[config.mk]
export PLATFORM = sky130hd
export DESIGN_NAME = status_event_reporting
export DESIGN_NICKNAME = d
export VERILOG_FILES = /design/src/hdl/status_pkg.sv /design/src/hdl/event_group.sv /design/src/hdl/status_event_reporting.sv
export VERILOG_INCLUDE_DIRS = /design/src /design/src/hdl
export SDC_FILE = /design/constraint.sdc
export NUM_CORES = 1
export LEC_CHECK = 0
export BUFFER_PORTS_ARGS = -buffer_cell sky130_fd_sc_hd__buf_2
export CAP_MARGIN = 20
export CELL_PAD_IN_SITES_DETAIL_PLACEMENT = 1
export CELL_PAD_IN_SITES_GLOBAL_PLACEMENT = 2
export CORE_UTILIZATION = 38
export CTS_BUF_LIST = sky130_fd_sc_hd__clkbuf_2 sky130_fd_sc_hd__clkbuf_4 sky130_fd_sc_hd__clkbuf_8
export DETAILED_ROUTE_END_ITERATION = 10
export HOLD_SLACK_MARGIN = 0.12
export PLACE_DENSITY = 0.78
export SLEW_MARGIN = 20
export SYNTH_ARGS = -nofsm -noshare
export SYNTH_HDL_FRONTEND = slang
export SYNTH_HIERARCHICAL = 1
export SYNTH_SLANG_ARGS = --single-unit
[constraint.sdc]
create_clock -name mclk -period 2.1 [get_ports mclk]
set_input_delay 0.105 -clock mclk [delete_from_list [all_inputs] [get_ports mclk]]
set_output_delay 0.105 -clock mclk [all_outputs]
set_load 0.01 [all_outputs]
[src/hdl/status_regs.svh]
/*
 * status_regs.svh - offsets, field masks, limits and reset values
 * of the status and event reporting register bank.
 * assumes: included by bare name; holds definitions only.
 */
`ifndef STATUS_REGS_SVH
`define STATUS_REGS_SVH

// ==================================================================
// geometry
`define REG_W              16
`define ADDR_W             8

// ==================================================================
// byte offsets, one aligned word each
`define OFS_OP_COND        8'h00
`define OFS_OP_ENABLE      8'h04
`define OFS_OP_EVENT       8'h08
`define OFS_OP_RISE        8'h0C
`define OFS_OP_FALL        8'h10
`define OFS_WARN_COND      8'h14
`define OFS_WARN_ENABLE    8'h18
`define OFS_WARN_EVENT     8'h1C
`define OFS_WARN_RISE      8'h20
`define OFS_WARN_FALL      8'h24
`define OFS_CLEAR_STATUS   8'h28
`define OFS_SUMMARY        8'h2C

// ==================================================================
// largest accepted values and implemented bit positions
`define OP_MAX             16'h5002
`define OP_MASK            16'h5002
`define WARN_MAX           16'h7CFF
`define WARN_MASK          16'h7CFF

// ==================================================================
// summary register fields
`define SUM_OP_BIT         0
`define SUM_WARN_BIT       1
`define SUM_REFUSED_BIT    2

// ==================================================================
// reset values
`define WORD_RST           16'h0000

`endif

[src/hdl/status_pkg.sv]
/*
 * status_pkg.sv - types shared by the status reporting bank.
 * assumes: status_regs.svh sits on the include path.
 */
`include "status_regs.svh"

package status_pkg;

    // ==============================================================
    // words and addresses
    typedef logic [`REG_W-1:0]  word_t;
    typedef logic [`ADDR_W-1:0] addr_t;

    // ==============================================================
    // register selector decoded from the address
    typedef enum logic [3:0] {
        SEL_OP_COND     = 4'h0,
        SEL_OP_ENABLE   = 4'h1,
        SEL_OP_EVENT    = 4'h2,
        SEL_OP_RISE     = 4'h3,
        SEL_OP_FALL     = 4'h4,
        SEL_WARN_COND   = 4'h5,
        SEL_WARN_ENABLE = 4'h6,
        SEL_WARN_EVENT  = 4'h7,
        SEL_WARN_RISE   = 4'h8,
        SEL_WARN_FALL   = 4'h9,
        SEL_CLEAR       = 4'hA,
        SEL_SUMMARY     = 4'hB,
        SEL_NONE        = 4'hF
    } reg_sel_t;

    // ==============================================================
    // state of one register group
    typedef struct packed {
        word_t cond;
        logic  primed;
        word_t enable;
        word_t rise;
        word_t fall;
        word_t event_bits;
    } group_state_t;

    // ==============================================================
    // state of the bank front end
    typedef struct packed {
        word_t rdata;
        logic  clear_pulse;
        logic  refuse_pulse;
        logic  refused_sticky;
    } bank_state_t;

endpackage

[src/hdl/event_group.sv]
/*
 * event_group.sv - one condition / filter / event / enable group.
 * assumes: condition input synchronous to mclk; strobes one cycle.
 */
`timescale 1ns/1ps
`include "status_regs.svh"

module event_group import status_pkg::*; #(
    parameter word_t MASK = 16'hFFFF
) (
    // clock and reset
    input  wire logic  mclk,
    input  wire logic  rst,
    // condition source
    input  wire word_t cond_in,
    // register writes
    input  wire word_t wdata,
    input  wire logic  enable_wr,
    input  wire logic  rise_wr,
    input  wire logic  fall_wr,
    input  wire logic  clear,
    // register contents
    output word_t      cond,
    output word_t      enable,
    output word_t      rising_edge_filter,
    output word_t      falling_edge_filter,
    output word_t      event_bits,
    output logic       summary
);

    group_state_t s_q;
    group_state_t s_d;
    word_t        sample;
    word_t        hit;

    assign sample = cond_in & MASK;

    // ==============================================================
    // per-bit transition filter
    for (genvar i = 0; i < `REG_W; i++) begin : g_bit
        // first sample after reset is no transition
        assign hit[i] = s_q.primed &
                        ((s_q.rise[i] & ~s_q.cond[i] &  sample[i]) |  // RULE6 RULE13
                         (s_q.fall[i] &  s_q.cond[i] & ~sample[i]));  // RULE5 RULE12
    end                                                               // RULE7 RULE14

    // ==============================================================
    // next state
    always_comb begin
        s_d        = s_q;
        s_d.cond   = sample;
        s_d.primed = 1'b1;
        if (enable_wr) begin
            s_d.enable = wdata & MASK;
        end
        if (rise_wr) begin
            s_d.rise = wdata & MASK;
        end
        if (fall_wr) begin
            s_d.fall = wdata & MASK;
        end
        if (clear) begin
            s_d.event_bits = `WORD_RST;                              // RULE15
        end
        // set beats clear in the same cycle
        s_d.event_bits = s_d.event_bits | hit;                       // RULE16
    end

    always_ff @(posedge mclk) begin
        if (rst) begin
            s_q <= '0;
        end else begin
            s_q <= s_d;
        end
    end

    // ==============================================================
    // outputs
    assign cond                = s_q.cond;
    assign enable              = s_q.enable;
    assign rising_edge_filter  = s_q.rise;
    assign falling_edge_filter = s_q.fall;
    assign event_bits          = s_q.event_bits;
    assign summary             = |(s_q.event_bits & s_q.enable);     // RULE17

endmodule // event_group

[src/hdl/status_event_reporting.sv]
/*
 * status_event_reporting.sv - operation and warning status groups
 * behind a plain register port, with clear-status and summaries.
 *
 * register map, byte offsets, 16-bit words:
 *   0x00 operation condition        read only
 *   0x04 operation event enable     read/write
 *   0x08 operation event            read only, sticky
 *   0x0c operation rising filter    read/write
 *   0x10 operation falling filter   read/write
 *   0x14 warning condition          read only
 *   0x18 warning event enable       read/write
 *   0x1c warning event              read only, sticky
 *   0x20 warning rising filter      read/write
 *   0x24 warning falling filter     read/write
 *   0x28 clear-status               write only, any data
 *   0x2c summary                    bit0 operation, bit1 warning,
 *                                   bit2 refused-write flag
 * assumes: one clock mclk, synchronous active-high rst, strobes one
 * cycle long and never both at once, read data taken next cycle.
 */
// Behaviour
// RULE1 - operation condition readable, up to 20482
// RULE2 - operation enable stored and read back
// RULE3 - latched operation event readable
// RULE4 - operation rising and falling filters kept
// RULE5 - falling filter bit catches one-to-zero
// RULE6 - rising filter bit catches zero-to-one
// RULE7 - both bits any change; none ignored
// RULE8 - warning condition readable, up to 31999
// RULE9 - warning enable stored and read back
// RULE10 - latched warning event readable
// RULE11 - warning rising and falling filters kept
// RULE12 - warning falling filter catches one-to-zero
// RULE13 - warning rising filter catches zero-to-one
// RULE14 - warning both bits any change; none ignored
// RULE15 - clear-status zeroes events and outside state
// RULE16 - events sticky; 16-bit, unused bits zero
// RULE17 - group summary is OR of enabled events
`timescale 1ns/1ps
`include "status_regs.svh"

module status_event_reporting import status_pkg::*; #(
    parameter word_t OP_MASK   = `OP_MASK,
    parameter word_t OP_MAX    = `OP_MAX,
    parameter word_t WARN_MASK = `WARN_MASK,
    parameter word_t WARN_MAX  = `WARN_MAX
) (
    // clock and reset
    input  wire logic  mclk,
    input  wire logic  rst,
    // register port
    input  wire addr_t addr,
    input  wire word_t wdata,
    input  wire logic  wr_stb,
    input  wire logic  rd_stb,
    output word_t      rdata,
    // condition sources
    input  wire word_t operation_condition_in,
    input  wire word_t warning_condition_in,
    // summaries and notifications
    output logic       operation_summary,
    output logic       warning_summary,
    output logic       clear_status_pulse,
    output logic       write_refused_pulse
);

    // ==============================================================
    // declarations
    bank_state_t s_q;
    bank_state_t s_d;
    reg_sel_t    sel;
    // write decode
    logic        op_range_ok;
    logic        warn_range_ok;
    logic        op_enable_wr;
    logic        op_rise_wr;
    logic        op_fall_wr;
    logic        warn_enable_wr;
    logic        warn_rise_wr;
    logic        warn_fall_wr;
    logic        clear_wr;
    logic        refused;
    // read path
    word_t       read_word;
    word_t       summary_word;

    // operation group contents
    word_t       operation_condition;
    word_t       operation_event_enable;
    word_t       operation_event;
    word_t       op_rising_edge_filter;
    word_t       op_falling_edge_filter;
    logic        op_summary;

    // warning group contents
    word_t       warning_condition;
    word_t       warning_event_enable;
    word_t       warning_event;
    word_t       warn_rising_edge_filter;
    word_t       warn_falling_edge_filter;
    logic        warn_summary;

    // ==============================================================
    // address decode
    always_comb begin
        unique case (addr)
            `OFS_OP_COND: begin
                sel = SEL_OP_COND;
            end
            `OFS_OP_ENABLE: begin
                sel = SEL_OP_ENABLE;
            end
            `OFS_OP_EVENT: begin
                sel = SEL_OP_EVENT;
            end
            `OFS_OP_RISE: begin
                sel = SEL_OP_RISE;
            end
            `OFS_OP_FALL: begin
                sel = SEL_OP_FALL;
            end
            `OFS_WARN_COND: begin
                sel = SEL_WARN_COND;
            end
            `OFS_WARN_ENABLE: begin
                sel = SEL_WARN_ENABLE;
            end
            `OFS_WARN_EVENT: begin
                sel = SEL_WARN_EVENT;
            end
            `OFS_WARN_RISE: begin
                sel = SEL_WARN_RISE;
            end
            `OFS_WARN_FALL: begin
                sel = SEL_WARN_FALL;
            end
            `OFS_CLEAR_STATUS: begin
                sel = SEL_CLEAR;
            end
            `OFS_SUMMARY: begin
                sel = SEL_SUMMARY;
            end
            // unmapped: writes dropped, reads return zero
            default: begin
                sel = SEL_NONE;
            end
        endcase
    end

    // ==============================================================
    // write qualification
    // out-of-range values are refused whole, not clipped,
    // so a stale setting is never half overwritten
    assign op_range_ok    = (wdata <= OP_MAX);
    assign warn_range_ok  = (wdata <= WARN_MAX);

    always_comb begin
        op_enable_wr   = 1'b0;
        op_rise_wr     = 1'b0;
        op_fall_wr     = 1'b0;
        warn_enable_wr = 1'b0;
        warn_rise_wr   = 1'b0;
        warn_fall_wr   = 1'b0;
        clear_wr       = 1'b0;
        refused        = 1'b0;
        if (wr_stb) begin
            unique case (sel)
                SEL_OP_ENABLE: begin
                    op_enable_wr = op_range_ok;                     // RULE2
                    refused      = !op_range_ok;
                end
                SEL_OP_RISE: begin
                    op_rise_wr = op_range_ok;                       // RULE4
                    refused    = !op_range_ok;
                end
                SEL_OP_FALL: begin
                    op_fall_wr = op_range_ok;                       // RULE4
                    refused    = !op_range_ok;
                end
                SEL_WARN_ENABLE: begin
                    warn_enable_wr = warn_range_ok;                 // RULE9
                    refused        = !warn_range_ok;
                end
                SEL_WARN_RISE: begin
                    warn_rise_wr = warn_range_ok;                   // RULE11
                    refused      = !warn_range_ok;
                end
                SEL_WARN_FALL: begin
                    warn_fall_wr = warn_range_ok;                   // RULE11
                    refused      = !warn_range_ok;
                end
                SEL_CLEAR: begin
                    clear_wr = 1'b1;                                // RULE15
                end
                // read-only and unmapped words drop the write
                default: begin
                    refused = 1'b0;
                end
            endcase
        end
    end

    // ==============================================================
    // operation group
    event_group #(
        .MASK                (OP_MASK)
    ) u_operation (
        // clock and reset
        .mclk                (mclk),
        .rst                 (rst),
        // condition source
        .cond_in             (operation_condition_in),
        // register writes
        .wdata               (wdata),
        .enable_wr           (op_enable_wr),
        .rise_wr             (op_rise_wr),
        .fall_wr             (op_fall_wr),
        .clear               (clear_wr),
        // register contents
        .cond                (operation_condition),
        .enable              (operation_event_enable),
        .rising_edge_filter  (op_rising_edge_filter),
        .falling_edge_filter (op_falling_edge_filter),
        .event_bits          (operation_event),
        .summary             (op_summary)
    );

    // ==============================================================
    // warning group
    event_group #(
        .MASK                (WARN_MASK)
    ) u_warning (
        // clock and reset
        .mclk                (mclk),
        .rst                 (rst),
        // condition source
        .cond_in             (warning_condition_in),
        // register writes
        .wdata               (wdata),
        .enable_wr           (warn_enable_wr),
        .rise_wr             (warn_rise_wr),
        .fall_wr             (warn_fall_wr),
        .clear               (clear_wr),
        // register contents
        .cond                (warning_condition),
        .enable              (warning_event_enable),
        .rising_edge_filter  (warn_rising_edge_filter),
        .falling_edge_filter (warn_falling_edge_filter),
        .event_bits          (warning_event),
        .summary             (warn_summary)
    );

    // ==============================================================
    // summary word
    always_comb begin
        // bits above the refused flag read zero
        summary_word                   = `WORD_RST;
        summary_word[`SUM_OP_BIT]      = op_summary;                // RULE17
        summary_word[`SUM_WARN_BIT]    = warn_summary;              // RULE17
        summary_word[`SUM_REFUSED_BIT] = s_q.refused_sticky;
    end

    // ==============================================================
    // read mux
    // reads have no side effect; events leave only by clear-status
    always_comb begin
        unique case (sel)
            SEL_OP_COND: begin
                read_word = operation_condition;                    // RULE1
            end
            SEL_OP_ENABLE: begin
                read_word = operation_event_enable;                 // RULE2
            end
            SEL_OP_EVENT: begin
                read_word = operation_event;                        // RULE3
            end
            SEL_OP_RISE: begin
                read_word = op_rising_edge_filter;                  // RULE4
            end
            SEL_OP_FALL: begin
                read_word = op_falling_edge_filter;                 // RULE4
            end
            SEL_WARN_COND: begin
                read_word = warning_condition;                      // RULE8
            end
            SEL_WARN_ENABLE: begin
                read_word = warning_event_enable;                   // RULE9
            end
            SEL_WARN_EVENT: begin
                read_word = warning_event;                          // RULE10
            end
            SEL_WARN_RISE: begin
                read_word = warn_rising_edge_filter;                // RULE11
            end
            SEL_WARN_FALL: begin
                read_word = warn_falling_edge_filter;               // RULE11
            end
            SEL_SUMMARY: begin
                read_word = summary_word;
            end
            // clear-status is write only and reads as zero
            default: begin
                read_word = `WORD_RST;                              // RULE16
            end
        endcase
    end

    // ==============================================================
    // front-end state
    always_comb begin
        s_d              = s_q;
        // read data stands for exactly one cycle
        s_d.rdata        = rd_stb ? read_word : `WORD_RST;
        s_d.clear_pulse  = clear_wr;                                // RULE15
        s_d.refuse_pulse = refused;
        if (clear_wr) begin
            s_d.refused_sticky = 1'b0;
        end
        // a refusal in the clearing cycle survives
        if (refused) begin
            s_d.refused_sticky = 1'b1;
        end
    end

    always_ff @(posedge mclk) begin
        if (rst) begin
            s_q <= '0;
        end else begin
            s_q <= s_d;
        end
    end

    // ==============================================================
    // outputs
    assign rdata               = s_q.rdata;
    assign operation_summary   = op_summary;
    assign warning_summary     = warn_summary;
    // standard event register, status byte and error queue live
    // outside; they clear on this pulse
    assign clear_status_pulse  = s_q.clear_pulse;                   // RULE15
    assign write_refused_pulse = s_q.refuse_pulse;

endmodule // status_event_reporting

After elaboration in Yosys (flattened, before gate mapping)
Index checks and enable logic that the tools add are counted.
{"block": "totals", "regBits": 133, "input_bits": 60, "word_cells": 215}
{"block": "op_classes", "magnitude_cmp": 2, "muxes": 30, "eq_ne": 22, "bitwise_logic": 133, "reduce_logical": 10}
{"operator": "$pmux 16 s11", "count": 1}
{"operator": "$mux 65", "count": 2}
{"operator": "$mux 15", "count": 6}
{"operator": "$and 1x1->1", "count": 80}
{"operator": "$pmux 4 s12", "count": 1}
{"operator": "$not 1->1", "count": 33}
{"operator": "$and 16x15->16", "count": 2}
{"operator": "$eq 8x5->1 const B", "count": 4}
{"operator": "$eq 8x6->1 const B", "count": 4}
{"operator": "$le 16x15->1 const B", "count": 2}
{"operator": "$mux 16", "count": 2}
{"operator": "$or 16x15->16", "count": 2}
{"operator": "$reduce_or 16->1", "count": 2}
{"operator": "$mux 1", "count": 17}
{"operator": "$eq 4x3->1 const B", "count": 4}
{"operator": "$eq 4x4->1 const B", "count": 4}
{"operator": "$eq 8x4->1 const B", "count": 2}
{"operator": "$or 1x1->1", "count": 16}
{"operator": "$eq 4x2->1 const B", "count": 2}
{"operator": "$eq 8x3->1 const B", "count": 1}
{"operator": "$logic_not 8->1", "count": 1}
{"operator": "$reduce_or 3->1", "count": 2}
{"operator": "$eq 4x1->1 const B", "count": 1}
{"operator": "$logic_not 4->1", "count": 1}
{"operator": "4 further kinds", "count": 5}

Depth between registers and ports, before layout
{"block": "logic_depth", "word_depth": 8, "mapped_depth": 8, "depth_no_buf": 6}

Hierarchy
Netlist, hierarchy kept.
{"module": "event_group at u_warning", "cells_per_inst": 321, "area_each_um2": 3153.0, "seq_area_each_um2": 1381.3, "instances": 1}
{"module": "status_event_reporting", "cells_per_inst": 257, "area_each_um2": 2258.4, "seq_area_each_um2": 380.4, "instances": 1}
{"module": "event_group at u_operation", "cells_per_inst": 167, "area_each_um2": 1615.3, "seq_area_each_um2": 580.6, "instances": 1}

Worst setup path before layout
Ideal clock, no wire load.
{"block": "synth_timing", "kind": "input port to flip-flop", "from": "in addr[3]", "to": "reg u_warning.s_q, in the netlist u_warning/falling_edge_filter[10]", "stages": 8, "setup_ps": 117, "setup_slack_ps": 231, "path_buffers": 3, "t_arrival_ps": 1751, "path_cell_list": "nor4b_1 > and2_0 > buf_2 > nor2b_1 > buf_2 > buf_6 > mux2i_1 > nor2_1"}
{"block": "synth_between", "elab_chain_len": 5, "elab_cells_between_ends": 16, "classes_between": "eq/ne (12); mux (3); reduce/logical (1)"}
{"item": "from (decl)", "line": "status_event_reporting.sv:53", "source": "input wire addr_t addr,"}
{"item": "$eq 8x6->1 (tied with other cells)", "line": "status_event_reporting.sv:107", "source": "unique case (addr)"}
{"item": "$pmux 4 s12 (*)", "line": "status_event_reporting.sv:107"}
{"item": "$eq 4x4->1 (*)", "line": "status_event_reporting.sv:168", "source": "unique case (sel)"}
{"item": "$mux 1 (*)", "line": "status_event_reporting.sv:168"}
{"item": "$mux 1 (*)", "line": "status_event_reporting.sv:167", "source": "if (wr_stb) begin"}
{"item": "net warn_fall_wr", "line": "status_event_reporting.sv:81", "source": "logic warn_fall_wr;"}
{"item": "to (signal assigned)", "line": "event_group.sv:71", "source": "s_q <= '0;"}
{"item": "to (signal assigned)", "line": "event_group.sv:73", "source": "s_q <= s_d;"}
{"item": "to (decl)", "line": "event_group.sv:31", "source": "group_state_t s_q;"}
Mark *: on every way through the listed nets, which the timed path passes. The rest lies on a longest branch.
A chain may end at the register's enable or synchronous reset.

Worst setup path after layout
{"block": "layout_timing", "from": "in wdata[10]", "to": "reg u_operation.s_q, in the netlist u_operation/falling_edge_filter[12]"}
{"block": "layout_between", "elab_chain_len": 3}
{"item": "from (decl)", "line": "status_event_reporting.sv:54", "source": "input wire word_t wdata,"}
{"item": "$le 16x15->1", "line": "status_event_reporting.sv:155", "source": "assign op_range_ok = (wdata <= OP_MAX);"}
{"item": "$mux 1", "line": "status_event_reporting.sv:168"}
{"item": "$mux 1", "line": "status_event_reporting.sv:167"}
{"item": "net op_fall_wr", "line": "status_event_reporting.sv:78", "source": "logic op_fall_wr;"}
{"item": "to (signal assigned)", "line": "event_group.sv:71"}
{"item": "to (signal assigned)", "line": "event_group.sv:73"}
{"item": "to (decl)", "line": "event_group.sv:31"}
The timed path passes the listed nets, and every way through them passes these cells.

==> impl_results.html <==
<table>
<tr><th>Metric</th><th>Value</th></tr>
<tr><th colspan="2">STA</th></tr>
<tr><td>Clock Skews</td><td>0.00943 ns</td></tr>
<tr><td>Top achievable clock speed</td><td>roughly 500 MHz</td></tr>
<tr><td>Worst Hold Slack</td><td>0.170 ns</td></tr>
<tr><td>Share of the cycle needed by the critical path after routing</td><td>0.957</td></tr>
<tr><td>Unrepaired setup endpoints after global routing</td><td>no</td></tr>
<tr><td>Setup-failing EPs final</td><td>0</td></tr>
<tr><td>Slew of the pin with the lowest slew margin</td><td>0.672 ns</td></tr>
<tr><td>Worst max-slew margin expressed relative to the limit</td><td>0.552</td></tr>
<tr><td>Number of endpoints with negative hold slack in the final report</td><td>0</td></tr>
<tr><td>Setup tns final</td><td>0 ns</td></tr>
<tr><td>Slew Limit Fails</td><td>0</td></tr>
<tr><td>Tmin final</td><td>2.01 ns</td></tr>
<tr><th colspan="2">Drt</th></tr>
<tr><td>Post-detailed-route via-to-cell ratio</td><td>roughly 5.2</td></tr>
<tr><td>First-pass iteration count of the detailed router</td><td>4</td></tr>
<tr><td>Iteration-0 DRC count of the detailed router</td><td>365</td></tr>
<tr><td>Total vias in the final route</td><td>5135</td></tr>
<tr><td>Number of nets with antenna violations after detailed routing</td><td>0</td></tr>
<tr><td>Residual DRC count</td><td>0</td></tr>
<tr><td>Total routed wirelength</td><td>19600 um</td></tr>
<tr><td>Routed WL per cell</td><td>19.8 um</td></tr>
<tr><th colspan="2">Power and ir drop</th></tr>
<tr><td>Cell Int Power</td><td>3.52 mW</td></tr>
<tr><td>Part of the power in combinational logic</td><td>0.094</td></tr>
<tr><td>Fraction of power spent switching nets</td><td>0.261</td></tr>
<tr><td>Sequential Power Share</td><td>0.473</td></tr>
<tr><td>PD cells</td><td>648 nW/um^2</td></tr>
<tr><td>Share of total power in the clock network</td><td>0.433</td></tr>
<tr><td>Leakage power summed over all cells</td><td>around 2.8 nW</td></tr>
<tr><td>Worst supply voltage drop on vdd</td><td>0.372 mV</td></tr>
<tr><td>Sw Pwr</td><td>around 1.2 mW</td></tr>
<tr><th colspan="2">Floorplanning</th></tr>
<tr><td>Number of rows in the core area</td><td>49</td></tr>
<tr><td>Number of top-level pins</td><td>80</td></tr>
<tr><td>Core ar.</td><td>roughly 18000 sq um</td></tr>
<tr><td>Area of the die</td><td>roughly 19000 sq um</td></tr>
<tr><td>Die boundary height</td><td>138 um</td></tr>
<tr><td>X dimension of the die</td><td>138 um</td></tr>
<tr><td>Effective utilization at floorplan</td><td>0.390</td></tr>
<tr><th colspan="2">GRT</th></tr>
<tr><td>Largest net degree at the start of global routing</td><td>27</td></tr>
<tr><td>Number of global-route vias before repair</td><td>5425</td></tr>
<tr><td>Leftover overflow at the end of global routing</td><td>0</td></tr>
<tr><td>Global-route wire length before repair</td><td>30500 um</td></tr>
<tr><td>Tot GR Track Use</td><td>0.220</td></tr>
<tr><td>Initial antenna violation count</td><td>0</td></tr>
<tr><th colspan="2">Logic synthesis</th></tr>
<tr><td>Number of unique standard cell types used by synthesis</td><td>64</td></tr>
<tr><td>Fraction of registers with async set/reset</td><td>0</td></tr>
<tr><td>Cell area after synthesis</td><td>7030 sq um</td></tr>
<tr><td>Primary flip-flop cell chosen by synthesis mapping</td><td>sky130_fd_sc_hd__dfxtp_1</td></tr>
<tr><td>Number of synthesized flops with an enable pin</td><td>0</td></tr>
<tr><td>Synthesized netlist cell count</td><td>745</td></tr>
<tr><td>Yosys warning count</td><td>6</td></tr>
<tr><td>Synth Area per Inst</td><td>9.43 sq um</td></tr>
<tr><td>Number of flip-flops and latches in the synthesized netlist</td><td>117</td></tr>
<tr><td>Share of synthesized area occupied by flip-flops and latches</td><td>0.333</td></tr>
<tr><th colspan="2">Clocking</th></tr>
<tr><td>Number of setup buffers added after CTS</td><td>0</td></tr>
<tr><td>Number of clock sinks</td><td>117</td></tr>
<tr><td>Clock Pin Slew Worst Setup and Hold Paths</td><td>0.07 ns</td></tr>
<tr><td>TritonCTS clock tree</td><td>done</td></tr>
<tr><td>H-tree levels</td><td>4</td></tr>
<tr><td>CTS Buf Count</td><td>17</td></tr>
<tr><td>Clock Path Buffers</td><td>2</td></tr>
<tr><td>Clk_lat worst skew</td><td>0.45 ns</td></tr>
<tr><td>Library cell used as clock root buffer</td><td>sky130_fd_sc_hd__clkbuf_8</td></tr>
<tr><th colspan="2">Worst setup path</th></tr>
<tr><td>Kind of end point of the critical path</td><td>flip-flop</td></tr>
<tr><td>Kind of launch point of the worst setup path</td><td>input pin</td></tr>
<tr><td>Data required time at the worst endpoint</td><td>2.43 ns</td></tr>
<tr><td>Classification of the worst setup path</td><td>in -&gt; reg</td></tr>
<tr><td>Worst Path Max Fanout</td><td>5</td></tr>
<tr><td>Sequence of cells on the critical path</td><td>dlygate4sd3_1 &gt; buf_2 &gt; nor4_2 &gt; a31oi_1 &gt; o32a_1 &gt; nor4_1 &gt; buf_4 &gt; mux2i_1 &gt; nor2_1</td></tr>
<tr><td>Slowest cell delay on critical path</td><td>0.53 ns</td></tr>
<tr><td>Register-to-register setup slack</td><td>0.15 ns</td></tr>
<tr><td>Critical-path cell with the highest stage delay</td><td>sky130_fd_sc_hd__dlygate4sd3_1</td></tr>
<tr><td>Data arrival time of the critical path</td><td>2.34 ns</td></tr>
<tr><th colspan="2">Min path</th></tr>
<tr><td>Worst min path class</td><td>in -&gt; reg</td></tr>
<tr><th colspan="2">Final layout</th></tr>
<tr><td>Post-route insts no fill</td><td>992</td></tr>
<tr><td>Share of post-route cells with drive strength above 1</td><td>0.245</td></tr>
<tr><td>Number of nets in the finished design</td><td>about 800</td></tr>
<tr><td>Layout filler cell count</td><td>2129</td></tr>
<tr><td>Signed area change from the synthesized netlist to the final layout</td><td>4.67%</td></tr>
<tr><td>Most common cell after layout, fill and taps aside</td><td>sky130_fd_sc_hd__dfxtp_1</td></tr>
<tr><td>Finished Core Util</td><td>0.408</td></tr>
<tr><td>Commonest cells after routing, fill and taps aside</td><td>117 x sky130_fd_sc_hd__dfxtp_1, 64 x sky130_fd_sc_hd__conb_1, 63 x sky130_fd_sc_hd__buf_2</td></tr>
<tr><td>Final design area excluding fillers</td><td>between 7000 and 8000 sq um</td></tr>
<tr><td>Antenna fix cells</td><td>0</td></tr>
<tr><th colspan="2">Placed design</th></tr>
<tr><td>Dpl cell area</td><td>6590 sq um</td></tr>
<tr><td>Total of buffers placed on input and output ports</td><td>63</td></tr>
<tr><td>Routability Congestion</td><td>0.802</td></tr>
<tr><td>Detailed-placement wirelength estimate</td><td>approximately 14000 um</td></tr>
<tr><td>Count of placed standard cells including taps</td><td>924</td></tr>
<tr><th colspan="2">Run status</th></tr>
<tr><td>Run status</td><td>completed</td></tr>
<tr><th colspan="2">Run</th></tr>
<tr><td># Max-Cap Violations</td><td>0</td></tr>
</table>
## what timing repair did
item                       CTS  global route
hold endpoints to repair    85             0
setup endpoints to repair    0            16
hold buffers                36             0
gates resized for setup      0             4
## routing by layer
layer  global-route usage  wire, um  part of all wire
met5                    0         0                 0
met4               0.0966       554             0.028
met3               0.0471       937             0.048
met2                0.354      9150              0.47
met1                0.283      8960              0.46
## synthesized netlist by cell type (3+ instances only)
cell type | number | area (sq um)
sky130_fd_sc_hd__a221oi_1 | 3 | 26.3
sky130_fd_sc_hd__nand3_1 | 8 | 40.0
sky130_fd_sc_hd__inv_1 | 11 | 41.3
sky130_fd_sc_hd__nand3b_1 | 19 | 143
sky130_fd_sc_hd__buf_6 | 9 | 101
sky130_fd_sc_hd__nand4_1 | 3 | 18.8
sky130_fd_sc_hd__mux2_2 | 8 | 90.1
sky130_fd_sc_hd__nor4_1 | 4 | 25.0
sky130_fd_sc_hd__nor2_1 | 60 | 225
sky130_fd_sc_hd__o21a_1 | 3 | 22.5
sky130_fd_sc_hd__o2bb2ai_1 | 3 | 26.3
sky130_fd_sc_hd__and2b_2 | 3 | 26.3
sky130_fd_sc_hd__nor4b_1 | 4 | 35.0
sky130_fd_sc_hd__nor2b_1 | 19 | 119
sky130_fd_sc_hd__a22o_1 | 19 | 166
sky130_fd_sc_hd__and2_4 | 10 | 87.6
sky130_fd_sc_hd__buf_4 | 179 | 1340
sky130_fd_sc_hd__nor3_1 | 5 | 25.0
sky130_fd_sc_hd__a211oi_1 | 3 | 22.5
sky130_fd_sc_hd__o21ai_0 | 21 | 105
sky130_fd_sc_hd__mux2i_1 | 61 | 611
sky130_fd_sc_hd__a32o_1 | 5 | 50.1
sky130_fd_sc_hd__o211ai_1 | 3 | 22.5
sky130_fd_sc_hd__nand2_1 | 33 | 124
sky130_fd_sc_hd__a32oi_1 | 6 | 52.6
sky130_fd_sc_hd__dfxtp_1 | 117 | 2340
sky130_fd_sc_hd__a21oi_1 | 6 | 30.0
sky130_fd_sc_hd__buf_2 | 18 | 90.1
sky130_fd_sc_hd__and2_2 | 3 | 22.5
sky130_fd_sc_hd__mux4_2 | 15 | 338
sky130_fd_sc_hd__and2_1 | 8 | 50.1
sky130_fd_sc_hd__a2bb2oi_1 | 3 | 26.3
sky130_fd_sc_hd__a222oi_1 | 4 | 40.0
sky130_fd_sc_hd__a31oi_1 | 13 | 81.3
sky130_fd_sc_hd__clkbuf_1 | 4 | 15.0
sky130_fd_sc_hd__a22oi_1 | 14 | 105
## power by group through the flow
stage	clock network, mW	logic (mW)	registers [mW]
final	2.06	0.450	2.25
after global routing	2.22	0.485	2.25
after CTS	2.12	0.442	2.25
after detailed placement	0	0.388	2.30
after global placement	0	0.379	2.30
after floorplan	0	0.336	2.30
## cell type report
type / count / area [sq um] / share of cell area
inverter: 12 / 45.0 / 0.00612
tap: 229 / 287 / 0.0390
sequential: 117 / 2340 / 0.318
multi-input combinational: 465 / 3320 / 0.451
clock inverter: 13 / 134 / 0.0182
timing repair buffer: 137 / 973 / 0.132
clock buffer: 19 / 255 / 0.0347
## state kept, by name (all words and copies together) (netlist names), 13 cells and up
| name | cells |
|---|---|
| u_warning/enable | 13 |
| u_warning/cond | 13 |
| u_warning/rising_edge_filter | 13 |
| rdata | 16 |
| u_operation/event_bits | 16 |
| u_warning/event_bits | 16 |
| u_warning/falling_edge_filter | 13 |
## cells by family after synthesis
logic type	after synthesis	share of synthesized area
compound gates	116	0.124
buf+inv	225	0.230
flops	117	0.333
mux	84	0.148
other cells	2	0.00107
simple gates	201	0.164
## final timing paths
kind,cells past startpoint,to,start
min reg2reg,1,u_warning/event_bits[9]$_SDFF_PP0_,u_warning/event_bits[9]$_SDFF_PP0_
min,5,s_q[0]$_SDFFE_PP0P_,wdata[8]
max,9,u_operation/falling_edge_filter[12]$_SDFFE_PP0P_,wdata[10]
max reg2reg,6,rdata[0]$_SDFF_PP0_,u_operation/event_bits[12]$_SDFF_PP0_
## critical path, delay by kind of cell
family,cells,cell delay [ns]
buf+inv,3,0.91
simple gates,3,0.73
compound gates,2,0.40
mux,1,0.19
## per-stage QoR
stage               power (mW)  setup slack [ns]
floorplan                 2.63             0.231
global route              4.96           0.00455
detailed placement        2.69            0.0285
global placement          2.68            0.0693
CTS                       4.82           0.00322
finish                    4.76            0.0908
Power figures use the tool's default switching activity.
